[src/rtl/scl_irq_pkg.sv]
/*
  shared constants of the serial clock and interrupt block: register offsets,
  field positions, reset values and bus response codes.
  assumes a 32-bit axi4-lite register bus and a 50 mhz system clock.
*/
package scl_irq_pkg;
  // system clock period, and the prescaler window that software must respect
  localparam int CLK_PERIOD_NS = 20;
  localparam int PRS_MIN_NS = 50;
  localparam int PRS_MAX_NS = 150;
  // byte addresses of the register words
  localparam logic [31:0] CONTROL_ONE_OFS = 32'h0000_0000;
  localparam logic [31:0] CONTROL_TWO_OFS = 32'h0000_0004;
  localparam logic [31:0] PRESCALE_REG_OFS = 32'h0000_0008;
  localparam logic [31:0] IRQ_ENABLE_OFS = 32'h0000_000C;
  localparam logic [31:0] IRQ_STATUS_CLEAR_OFS = 32'h0000_0010;
  localparam logic [31:0] BUS_STATE_OFS = 32'h0000_0014;
  // field positions
  localparam int SCK_LSB = 0;
  localparam int MST_BIT = 0;
  localparam int START_BIT = 1;
  localparam int STOP_BIT = 2;
  localparam int RELEASE_BIT = 3;
  localparam int PRS_LSB = 0;
  localparam int GATE_BIT = 0;
  localparam int FLAG_BIT = 0;
  localparam int BUSY_BIT = 0;
  localparam int SCL_SEEN_BIT = 1;
  localparam int SDA_SEEN_BIT = 2;
  // reset values
  localparam logic [2:0] SCK_RST = 3'h0;
  localparam logic [4:0] PRS_RST = 5'h01;
  // high time is 2^(n+1)+6 periods, low time four more
  localparam logic [8:0] HIGH_BASE = 9'h006;
  localparam logic [8:0] LOW_EXTRA = 9'h004;
  // axi responses
  localparam logic [1:0] RESP_OKAY = 2'h0;
  localparam logic [1:0] RESP_SLVERR = 2'h2;
  typedef enum logic [5:0] {
    ST_IDLE = 6'b00_0001,
    ST_START = 6'b00_0010,
    ST_LOW = 6'b00_0100,
    ST_HIGH = 6'b00_1000,
    ST_STOP = 6'b01_0000,
    ST_STRETCH = 6'b10_0000
  } scl_state_t;
endpackage

[src/rtl/scl_irq_ctrl.sv]
/*
  serial clock generator, input noise filter and interrupt flag logic of a
  two-wire bus controller, with an axi4-lite register slave.
  assumes bus pins are open drain with external pull-ups, that inputs are
  synchronous to clk, and that the data path pulses xfer_event per event.
*/
// The implementer's own choices: the register offsets and the AXI4-Lite interface to the registers.
`timescale 1ns/1ns
`default_nettype none

module scl_irq_ctrl
(
  input wire logic clk,
  input wire logic rst_n,
  input wire logic [31:0] awaddr,
  input wire logic awvalid,
  output logic awready,
  input wire logic [31:0] wdata,
  input wire logic [3:0] wstrb,
  input wire logic wvalid,
  output logic wready,
  output logic [1:0] bresp,
  output logic bvalid,
  input wire logic bready,
  input wire logic [31:0] araddr,
  input wire logic arvalid,
  output logic arready,
  output logic [31:0] rdata,
  output logic [1:0] rresp,
  output logic rvalid,
  input wire logic rready,
  input wire logic scl_in,
  output logic scl_out,
  output logic scl_oe,
  input wire logic sda_in,
  output logic sda_out,
  output logic sda_oe,
  input wire logic xfer_event,
  output logic controller_irq_out
);
  import scl_irq_pkg::*;

  // high time in prescaler periods for period selector n
  function automatic logic [8:0] high_len(input logic [2:0] n);
    high_len = (9'h001 << (4'(n) + 4'h1)) + HIGH_BASE;
  endfunction

  // one line of the noise filter: accept a new level only after p stable cycles
  function automatic logic [5:0] filt_step(input logic raw, input logic filt, input logic [4:0] cnt,
                                           input logic [4:0] last);
    if (raw == filt) filt_step = {filt, 5'h00};
    else if (cnt == last) filt_step = {raw, 5'h00};
    else filt_step = {filt, cnt + 5'h01};
  endfunction

  function automatic logic reg_hit(input logic [31:0] a);
    reg_hit = (a == CONTROL_ONE_OFS) || (a == CONTROL_TWO_OFS) || (a == PRESCALE_REG_OFS) ||
              (a == IRQ_ENABLE_OFS) || (a == IRQ_STATUS_CLEAR_OFS) || (a == BUS_STATE_OFS);
  endfunction

  // bus slave state
  logic aw_have_q, aw_have_d, w_have_q, w_have_d;
  logic [31:0] aw_addr_q, aw_addr_d, w_data_q, w_data_d;
  logic w_lane_q, w_lane_d;
  logic awready_d, wready_d, bvalid_d, arready_d, rvalid_d;
  logic [1:0] bresp_d, rresp_d;
  logic [31:0] rdata_d;
  // software visible state
  logic [2:0] sck_q, sck_d;
  logic mst_q, mst_d;
  logic [4:0] prs_q, prs_d;
  logic gate_q, gate_d;
  logic raw_q, raw_d;
  logic start_pend_q, start_pend_d, stop_pend_q, stop_pend_d, rel_pend_q, rel_pend_d;
  logic irq_d;
  // clock engine
  scl_state_t state_q, state_d;
  logic [8:0] cnt_q, cnt_d;
  logic [4:0] pcnt_q, pcnt_d, scl_fc_q, scl_fc_d, sda_fc_q, sda_fc_d;
  logic scl_f_q, scl_f_d, sda_f_q, sda_f_d;
  logic scl_oe_d, sda_oe_d;
  logic seen_high_q, seen_high_d;

  logic [4:0] p_last;
  logic tick;
  logic [8:0] t_high, t_low;
  logic wr_fire, wr_ok;
  logic ev_start, ev_stop;

  // prescaler: code 0 wraps to 31, giving divide by 32 with no special case
  assign p_last = prs_q - 5'h01;
  assign tick = (pcnt_q == p_last);
  assign t_high = high_len(sck_q);
  assign t_low = t_high + LOW_EXTRA;
  assign wr_fire = aw_have_q && w_have_q && !bvalid;
  assign wr_ok = wr_fire && reg_hit(aw_addr_q) && w_lane_q;

  // bus channels: address and data are held separately so either may come first
  always_comb begin
    aw_have_d = aw_have_q;
    aw_addr_d = aw_addr_q;
    w_have_d = w_have_q;
    w_data_d = w_data_q;
    w_lane_d = w_lane_q;
    bvalid_d = bvalid;
    bresp_d = bresp;
    rvalid_d = rvalid;
    rdata_d = rdata;
    rresp_d = rresp;
    if (awvalid && awready) begin
      aw_have_d = 1'b1;
      aw_addr_d = awaddr;
    end
    if (wvalid && wready) begin
      w_have_d = 1'b1;
      w_data_d = wdata;
      w_lane_d = wstrb[0]; // every field lives in byte lane 0
    end
    if (bvalid && bready) bvalid_d = 1'b0;
    if (wr_fire) begin
      aw_have_d = 1'b0;
      w_have_d = 1'b0;
      bvalid_d = 1'b1;
      bresp_d = reg_hit(aw_addr_q) ? RESP_OKAY : RESP_SLVERR;
    end
    if (rvalid && rready) rvalid_d = 1'b0;
    if (arvalid && arready) begin
      rvalid_d = 1'b1;
      rresp_d = RESP_OKAY;
      rdata_d = 32'h0000_0000;
      if (araddr == CONTROL_ONE_OFS) rdata_d[SCK_LSB +: 3] = sck_q;
      else if (araddr == CONTROL_TWO_OFS) rdata_d[MST_BIT] = mst_q;
      else if (araddr == PRESCALE_REG_OFS) rdata_d[PRS_LSB +: 5] = prs_q;
      else if (araddr == IRQ_ENABLE_OFS) rdata_d[GATE_BIT] = gate_q;
      else if (araddr == IRQ_STATUS_CLEAR_OFS) rdata_d[FLAG_BIT] = raw_q;
      else if (araddr == BUS_STATE_OFS) begin
        rdata_d[BUSY_BIT] = (state_q != ST_IDLE);
        rdata_d[SCL_SEEN_BIT] = scl_f_q;
        rdata_d[SDA_SEEN_BIT] = sda_f_q;
      end else rresp_d = RESP_SLVERR;
    end
    awready_d = !aw_have_d && !bvalid_d;
    wready_d = !w_have_d && !bvalid_d;
    arready_d = !rvalid_d;
  end

  // register writes and the interrupt flag; an event beats a clear in the same cycle
  always_comb begin
    sck_d = sck_q;
    mst_d = mst_q;
    prs_d = prs_q;
    gate_d = gate_q;
    raw_d = raw_q;
    start_pend_d = start_pend_q && !ev_start;
    stop_pend_d = stop_pend_q && !ev_stop;
    rel_pend_d = rel_pend_q && (state_q == ST_STRETCH);
    if (wr_ok) begin
      if (aw_addr_q == CONTROL_ONE_OFS) sck_d = w_data_q[SCK_LSB +: 3];
      else if (aw_addr_q == CONTROL_TWO_OFS) begin
        mst_d = w_data_q[MST_BIT];
        if (w_data_q[START_BIT]) start_pend_d = 1'b1;
        if (w_data_q[STOP_BIT]) stop_pend_d = 1'b1;
        if (w_data_q[RELEASE_BIT]) rel_pend_d = 1'b1;
      end else if (aw_addr_q == PRESCALE_REG_OFS) prs_d = w_data_q[PRS_LSB +: 5];
      else if (aw_addr_q == IRQ_ENABLE_OFS) gate_d = w_data_q[GATE_BIT];
      else if (aw_addr_q == IRQ_STATUS_CLEAR_OFS && w_data_q[FLAG_BIT]) raw_d = 1'b0;
    end
    if (ev_start || ev_stop || xfer_event) raw_d = 1'b1;
    irq_d = raw_d && gate_d;
  end

  // prescaler counter and the two line filters; the counter rests at zero while idle or while a
  // stretch waits for release, so start hold and release delay are whole prescaler periods
  always_comb begin
    if (tick || state_q == ST_IDLE || (state_q == ST_STRETCH && !rel_pend_q)) pcnt_d = 5'h00;
    else pcnt_d = pcnt_q + 5'h01;
    {scl_f_d, scl_fc_d} = filt_step(scl_in, scl_f_q, scl_fc_q, p_last);
    {sda_f_d, sda_fc_d} = filt_step(sda_in, sda_f_q, sda_fc_q, p_last);
  end

  // scl state machine; all phase lengths are counted in prescaler ticks
  always_comb begin
    state_d = state_q;
    cnt_d = cnt_q;
    seen_high_d = seen_high_q;
    ev_start = 1'b0;
    ev_stop = 1'b0;
    case (state_q)
      ST_IDLE: begin
        cnt_d = 9'h000;
        if (mst_q && start_pend_q && scl_f_q && sda_f_q) state_d = ST_START;
        else if (!mst_q && xfer_event) state_d = ST_STRETCH;
      end
      ST_START: begin
        if (tick) cnt_d = cnt_q + 9'h001;
        if (tick && cnt_q == t_high - 9'h001) begin
          state_d = ST_LOW;
          cnt_d = 9'h000;
          ev_start = 1'b1;
        end
      end
      ST_LOW: begin
        if (tick) cnt_d = cnt_q + 9'h001;
        if (tick && cnt_q == t_low - 9'h001) begin
          state_d = stop_pend_q ? ST_STOP : ST_HIGH;
          cnt_d = 9'h000;
          seen_high_d = 1'b0;
        end
      end
      ST_HIGH: begin
        if (scl_f_q) seen_high_d = 1'b1;
        if (seen_high_q && !scl_f_q) begin
          state_d = ST_LOW;
          cnt_d = 9'h000;
        end else if (tick && scl_f_q) begin
          cnt_d = cnt_q + 9'h001;
          if (cnt_q == t_high - 9'h001) begin
            state_d = ST_LOW;
            cnt_d = 9'h000;
          end
        end
      end
      ST_STOP: begin
        if (tick && scl_f_q) begin
          cnt_d = cnt_q + 9'h001;
          if (cnt_q == t_high - 9'h001) begin
            state_d = ST_IDLE;
            cnt_d = 9'h000;
            ev_stop = 1'b1;
          end
        end
      end
      ST_STRETCH: begin
        if (rel_pend_q && tick) begin
          cnt_d = cnt_q + 9'h001;
          if (cnt_q == t_low - 9'h001) begin
            state_d = ST_IDLE;
            cnt_d = 9'h000;
          end
        end
      end
      default: begin
        state_d = ST_IDLE;
        cnt_d = 9'h000;
      end
    endcase
    // pins are driven low only; a released pin floats high on the pull-up
    scl_oe_d = (state_d == ST_LOW) || (state_d == ST_STRETCH);
    sda_oe_d = (state_d == ST_START) || (state_d == ST_STOP) ||
               (state_d == ST_LOW && state_q == ST_START);
  end

  // register stage for everything above
  always_ff @(posedge clk) begin
    if (!rst_n) begin
      aw_have_q <= 1'b0;
      aw_addr_q <= 32'h0000_0000;
      w_have_q <= 1'b0;
      w_data_q <= 32'h0000_0000;
      w_lane_q <= 1'b0;
      awready <= 1'b0;
      wready <= 1'b0;
      bvalid <= 1'b0;
      bresp <= RESP_OKAY;
      arready <= 1'b0;
      rvalid <= 1'b0;
      rdata <= 32'h0000_0000;
      rresp <= RESP_OKAY;
      sck_q <= SCK_RST;
      mst_q <= 1'b0;
      prs_q <= PRS_RST;
      gate_q <= 1'b0;
      raw_q <= 1'b0;
      start_pend_q <= 1'b0;
      stop_pend_q <= 1'b0;
      rel_pend_q <= 1'b0;
      controller_irq_out <= 1'b0;
      state_q <= ST_IDLE;
      cnt_q <= 9'h000;
      seen_high_q <= 1'b0;
      pcnt_q <= 5'h00;
      scl_fc_q <= 5'h00;
      sda_fc_q <= 5'h00;
      scl_f_q <= 1'b1;
      sda_f_q <= 1'b1;
      scl_oe <= 1'b0;
      sda_oe <= 1'b0;
      scl_out <= 1'b0;
      sda_out <= 1'b0;
    end else begin
      aw_have_q <= aw_have_d;
      aw_addr_q <= aw_addr_d;
      w_have_q <= w_have_d;
      w_data_q <= w_data_d;
      w_lane_q <= w_lane_d;
      awready <= awready_d;
      wready <= wready_d;
      bvalid <= bvalid_d;
      bresp <= bresp_d;
      arready <= arready_d;
      rvalid <= rvalid_d;
      rdata <= rdata_d;
      rresp <= rresp_d;
      sck_q <= sck_d;
      mst_q <= mst_d;
      prs_q <= prs_d;
      gate_q <= gate_d;
      raw_q <= raw_d;
      start_pend_q <= start_pend_d;
      stop_pend_q <= stop_pend_d;
      rel_pend_q <= rel_pend_d;
      controller_irq_out <= irq_d;
      state_q <= state_d;
      cnt_q <= cnt_d;
      seen_high_q <= seen_high_d;
      pcnt_q <= pcnt_d;
      scl_fc_q <= scl_fc_d;
      sda_fc_q <= sda_fc_d;
      scl_f_q <= scl_f_d;
      sda_f_q <= sda_f_d;
      scl_oe <= scl_oe_d;
      sda_oe <= sda_oe_d;
      scl_out <= 1'b0;
      sda_out <= 1'b0;
    end
  end
endmodule // scl_irq_ctrl

`default_nettype wire

[config.mk]
export PLATFORM = sky130hd
export DESIGN_NAME = scl_irq_ctrl
export DESIGN_NICKNAME = d
export VERILOG_FILES = /design/src/rtl/scl_irq_pkg.sv /design/src/rtl/scl_irq_ctrl.sv
export SDC_FILE = /design/constraint.sdc
export NUM_CORES = 1
export LEC_CHECK = 0
export BUFFER_PORTS_ARGS = -buffer_cell sky130_fd_sc_hd__buf_2
export CORE_ASPECT_RATIO = 1.25
export CORE_UTILIZATION = 47
export CTS_CLUSTER_DIAMETER = 60
export CTS_CLUSTER_SIZE = 30
export DETAILED_ROUTE_END_ITERATION = 6
export PLACE_DENSITY_LB_ADDON = 0.12
export SYNTH_ARGS = -nofsm -noshare
export SYNTH_HDL_FRONTEND = slang
export SYNTH_SLANG_ARGS = --single-unit
export TNS_END_PERCENT = 50
[constraint.sdc]
create_clock -name clk -period 3.9 [get_ports clk]
set_input_delay 0.585 -clock clk [delete_from_list [all_inputs] [get_ports clk]]
set_output_delay 0.585 -clock clk [all_outputs]
set_load 0.1 [all_outputs]
==> Flow_metrics.wiki <==
{| class="wikitable"
! Metric !! Value
|-
| Count of antenna diodes in the layout || 0
|-
| Post-synthesis instance area || 5410 um^2
|-
| Minimum clock period after layout || 3620 ps
|-
| Die W || 98.0 um
|-
| Final-report max-slew violation count || 0
|-
| Remaining routing DRC violations || 4
|-
| Register bank with the most flops || aw_addr_q
|-
| Maximum level of the CTS H-tree || 3
|-
| Total Die Area || 11900 um^2
|-
| Headroom to the max-slew limit || 26.7%
|-
| Cell count after placement || 868
|-
| Pwr/cell area || 387 nW/um^2
|-
| Starting density of the core || 48.6%
|-
| Global-route total usage across every layer || 20.8%
|-
| Hold Crit Class || register to register
|-
| Core region area || 11100 um^2
|-
| TritonCTS buffer count || 9
|-
| Proportion of synthesized flip-flops having asynchronous set or reset || 0%
|-
| Detailed router's first-iteration violation count || 241
|-
| Share of cells above drive strength 1 || 17.1%
|-
| Root buf cell || clkbuf_16
|-
| Slew @ Worst Pin || 1100 ps
|-
| Number of library cell types mapped by synthesis || 59
|-
| Buffer levels on the longest clock path || 2
|-
| I/O Pins || 156
|-
| Synth top area cells || dfxtp_1, nand2_1, a21oi_1
|-
| Critical path capture point type || register
|-
| Mean cell area of the mapped netlist || 8.04 um^2
|-
| Final setup violation count || 0
|-
| Start point of the worst hold path || rdata[4]$_SDFFE_PN0P_
|-
| Clock sink count || 102
|-
| Post-DR wirelength/cell || 13.7 um
|-
| Port Buffers || 94
|-
| Clk Latency, worst-skew pair || 340 ps
|-
| Worst-path fanout max || 7
|-
| Post-synth top area cell || dfxtp_1
|-
| RR Endpoint || sda_oe$_SDFF_PN0_
|-
| Worst Hold Depth || 2
|-
| Antenna Nets Post-Route || 0
|-
| Start of the worst register-to-register path || sck_q[0]$_SDFFE_PN0P_
|-
| Post-DP HPWL || 9040 um
|-
| Flip-flop count of the largest register, all copies and words added || 32
|-
| Leading post-synthesis cells by instance count || nand2_1, dfxtp_1, a21oi_1, nor2_1, buf_4
|-
| Sequential-to-total area share from yosys stat || 37.8%
|-
| Post-CTS setup buffers || 0
|-
| Arrival @ worst endpoint || 3850 ps
|-
| Final layout net count || 862
|-
| Leading registers by flop count || aw_addr_q (32), cnt_q (9), state_q (6)
|-
| Number of global-route vias before repair || 4385
|-
| RSZ-0062 raised after global routing || no
|-
| Setup TNS Final || 0 ps
|-
| Dominant register cell in the synthesized netlist || dfxtp_1
|-
| Failing checks || DRC
|-
| Register bit total from synthesis || 102
|-
| Worst-case reg-to-reg path depth || 10
|-
| Count of endpoints failing hold in the final timing report || 0
|-
| Row cnt || 43
|-
| GPL Wtd Cong || 0.853
|-
| Sort of element at the start of the critical path || register
|-
| Cells after synthesis || 673
|-
| Number of enable flip-flop cells after synthesis || 0
|-
| Period Utilization, post-route || 92.7%
|-
| Total wirelength of the detailed-routed design || 12100 um
|-
| Worst reg-to-reg setup slack || 280 ps
|-
| Area growth syn-to-layout || 13.3%
|-
| Number of synthesis warnings || 0
|-
| TritonCTS clock tree || built
|-
| Clk pin slew, worst setup/hold paths || 70 ps
|-
| Max-cap violations || 0
|-
| Detailed Routing Iterations Pass 1 || 7
|-
| Per-cell via count in the routed design || 5.34
|-
| Die H || 122 um
|-
| Crit path kind || register to register
|-
| Maximum frequency from static timing analysis || 0.276 GHz
|-
| Hold buffer count at cts || 0
|-
| Maximum resistive drop on vdd || 0.256 mV
|-
| Critical Path RT || 4130 ps
|-
| Pin count of the biggest net entering global routing || 63
|-
| Fraction of post-synthesis cell area in the top cell type by area || 37.8%
|-
| Worst min-delay path endpoint || rdata[4]$_SDFFE_PN0P_
|-
| Wire length of the first global-routing pass || 20000 um
|-
| Outcome || finished, violations left
|-
| Cell with the most instances after synthesis || nand2_1
|-
| Leakage power of the design || 0.00263 uW
|-
| Post-cts gate resize count || 0
|-
| Largest clock skew in the final design || 8.64 ps
|-
| Number of cells in the finished layout apart from fillers || 884
|-
| Total congestion overflow after global routing || 0
|-
| Number of vias in the routed layout || 4721
|-
| Antenna violations before repair || 0
|}
-- critical path: stages (launching register included) --
cell	delay [ps]
dfxtp_1	350
nor3_1	370
ha_1	380
xnor3_1	370
xor2_1	140
or4b_1	460
or3_1	320
nand4b_4	230
o31a_1	350
a22o_1	240
o31a_1	300
-- per-layer routing --
metal  up-vias  part of all wire (%)  track usage (%)
met1      2184                    44             24.4
li1       2411                     -                -
met4         0                   1.6             6.34
met5         -                     0                0
met3        17                   3.9             3.67
met2       109                    50             38.3
-- cells by family after synthesis --
family                     share of synthesized area (%)
AOI/OAI and AO/OA                                   13.6
xor gates and xnor gates                            7.84
adders and majority gates                           1.85
buffers and inverters                               8.00
DFF                                                 37.8
muxes                                               3.59
other                                              0.139
and+or+nand+nor                                     27.2
-- power breakdown --
group          switching, uW  internal [uW]
combinational            268           75.7
clock                    404            526
sequential              24.4           1070
-- worst max path at each step --
stage	start	to	slack (ps)
2_1_floorplan	sck_q[2]$_SDFFE_PN0P_	sda_oe$_SDFF_PN0_	230
3_3_place_gp	sck_q[0]$_SDFFE_PN0P_	sda_oe$_SDFF_PN0_	390
3_5_place_dp	sck_q[0]$_SDFFE_PN0P_	sda_oe$_SDFF_PN0_	290
4_1_cts	sck_q[0]$_SDFFE_PN0P_	sda_oe$_SDFF_PN0_	280
5_1_grt	sck_q[0]$_SDFFE_PN0P_	sda_oe$_SDFF_PN0_	170
6_report	sck_q[0]$_SDFFE_PN0P_	sda_oe$_SDFF_PN0_	280
-- metrics by stage --
stage / hold WS [ps] / total power, uW / worst slack [ps] / area (um^2) / util (%)
2_1_floorplan: 436 / 1410 / 232 / 5520 / -
3_3_place_gp: 439 / 1460 / 393 / 5810 / 52.2
3_5_place_dp: 449 / 1460 / 292 / 5810 / 52.2
4_1_cts: 459 / 2400 / 283 / 6130 / 55.0
5_1_grt: 476 / 2450 / 171 / 6130 / 55.0
6_report: 454 / 2370 / 283 / 6130 / 55.0
-- cell type report --
| type | count | area, um^2 |
|---|---|---|
| Sequential cell | 102 | 2040 |
| Multi-Input combinational cell | 518 | 3050 |
| Clock inverter | 6 | 76.3 |
| Clock buffer | 10 | 239 |
| Inverter | 15 | 56.3 |
| Tap cell | 135 | 169 |
| Fill cell | 1085 | 5010 |
| Timing Repair Buffer | 98 | 500 |
-- cell usage in the layout (no fill, tap or decap), types with 10 or more instances in the layout --
| master | n |
|---|---|
| dfxtp_1 | 102 |
| nand2_1 | 110 |
| mux2i_1 | 16 |
| inv_1 | 14 |
| nor3_1 | 14 |
| nor4_1 | 16 |
| xor2_1 | 19 |
| nor2_1 | 59 |
| o21ai_0 | 11 |
| conb_1 | 32 |
| xnor2_1 | 19 |
| nand2b_1 | 10 |
| nand3_1 | 29 |
| buf_2 | 94 |
| a21oi_1 | 59 |
Power figures use the tool's default switching activity.
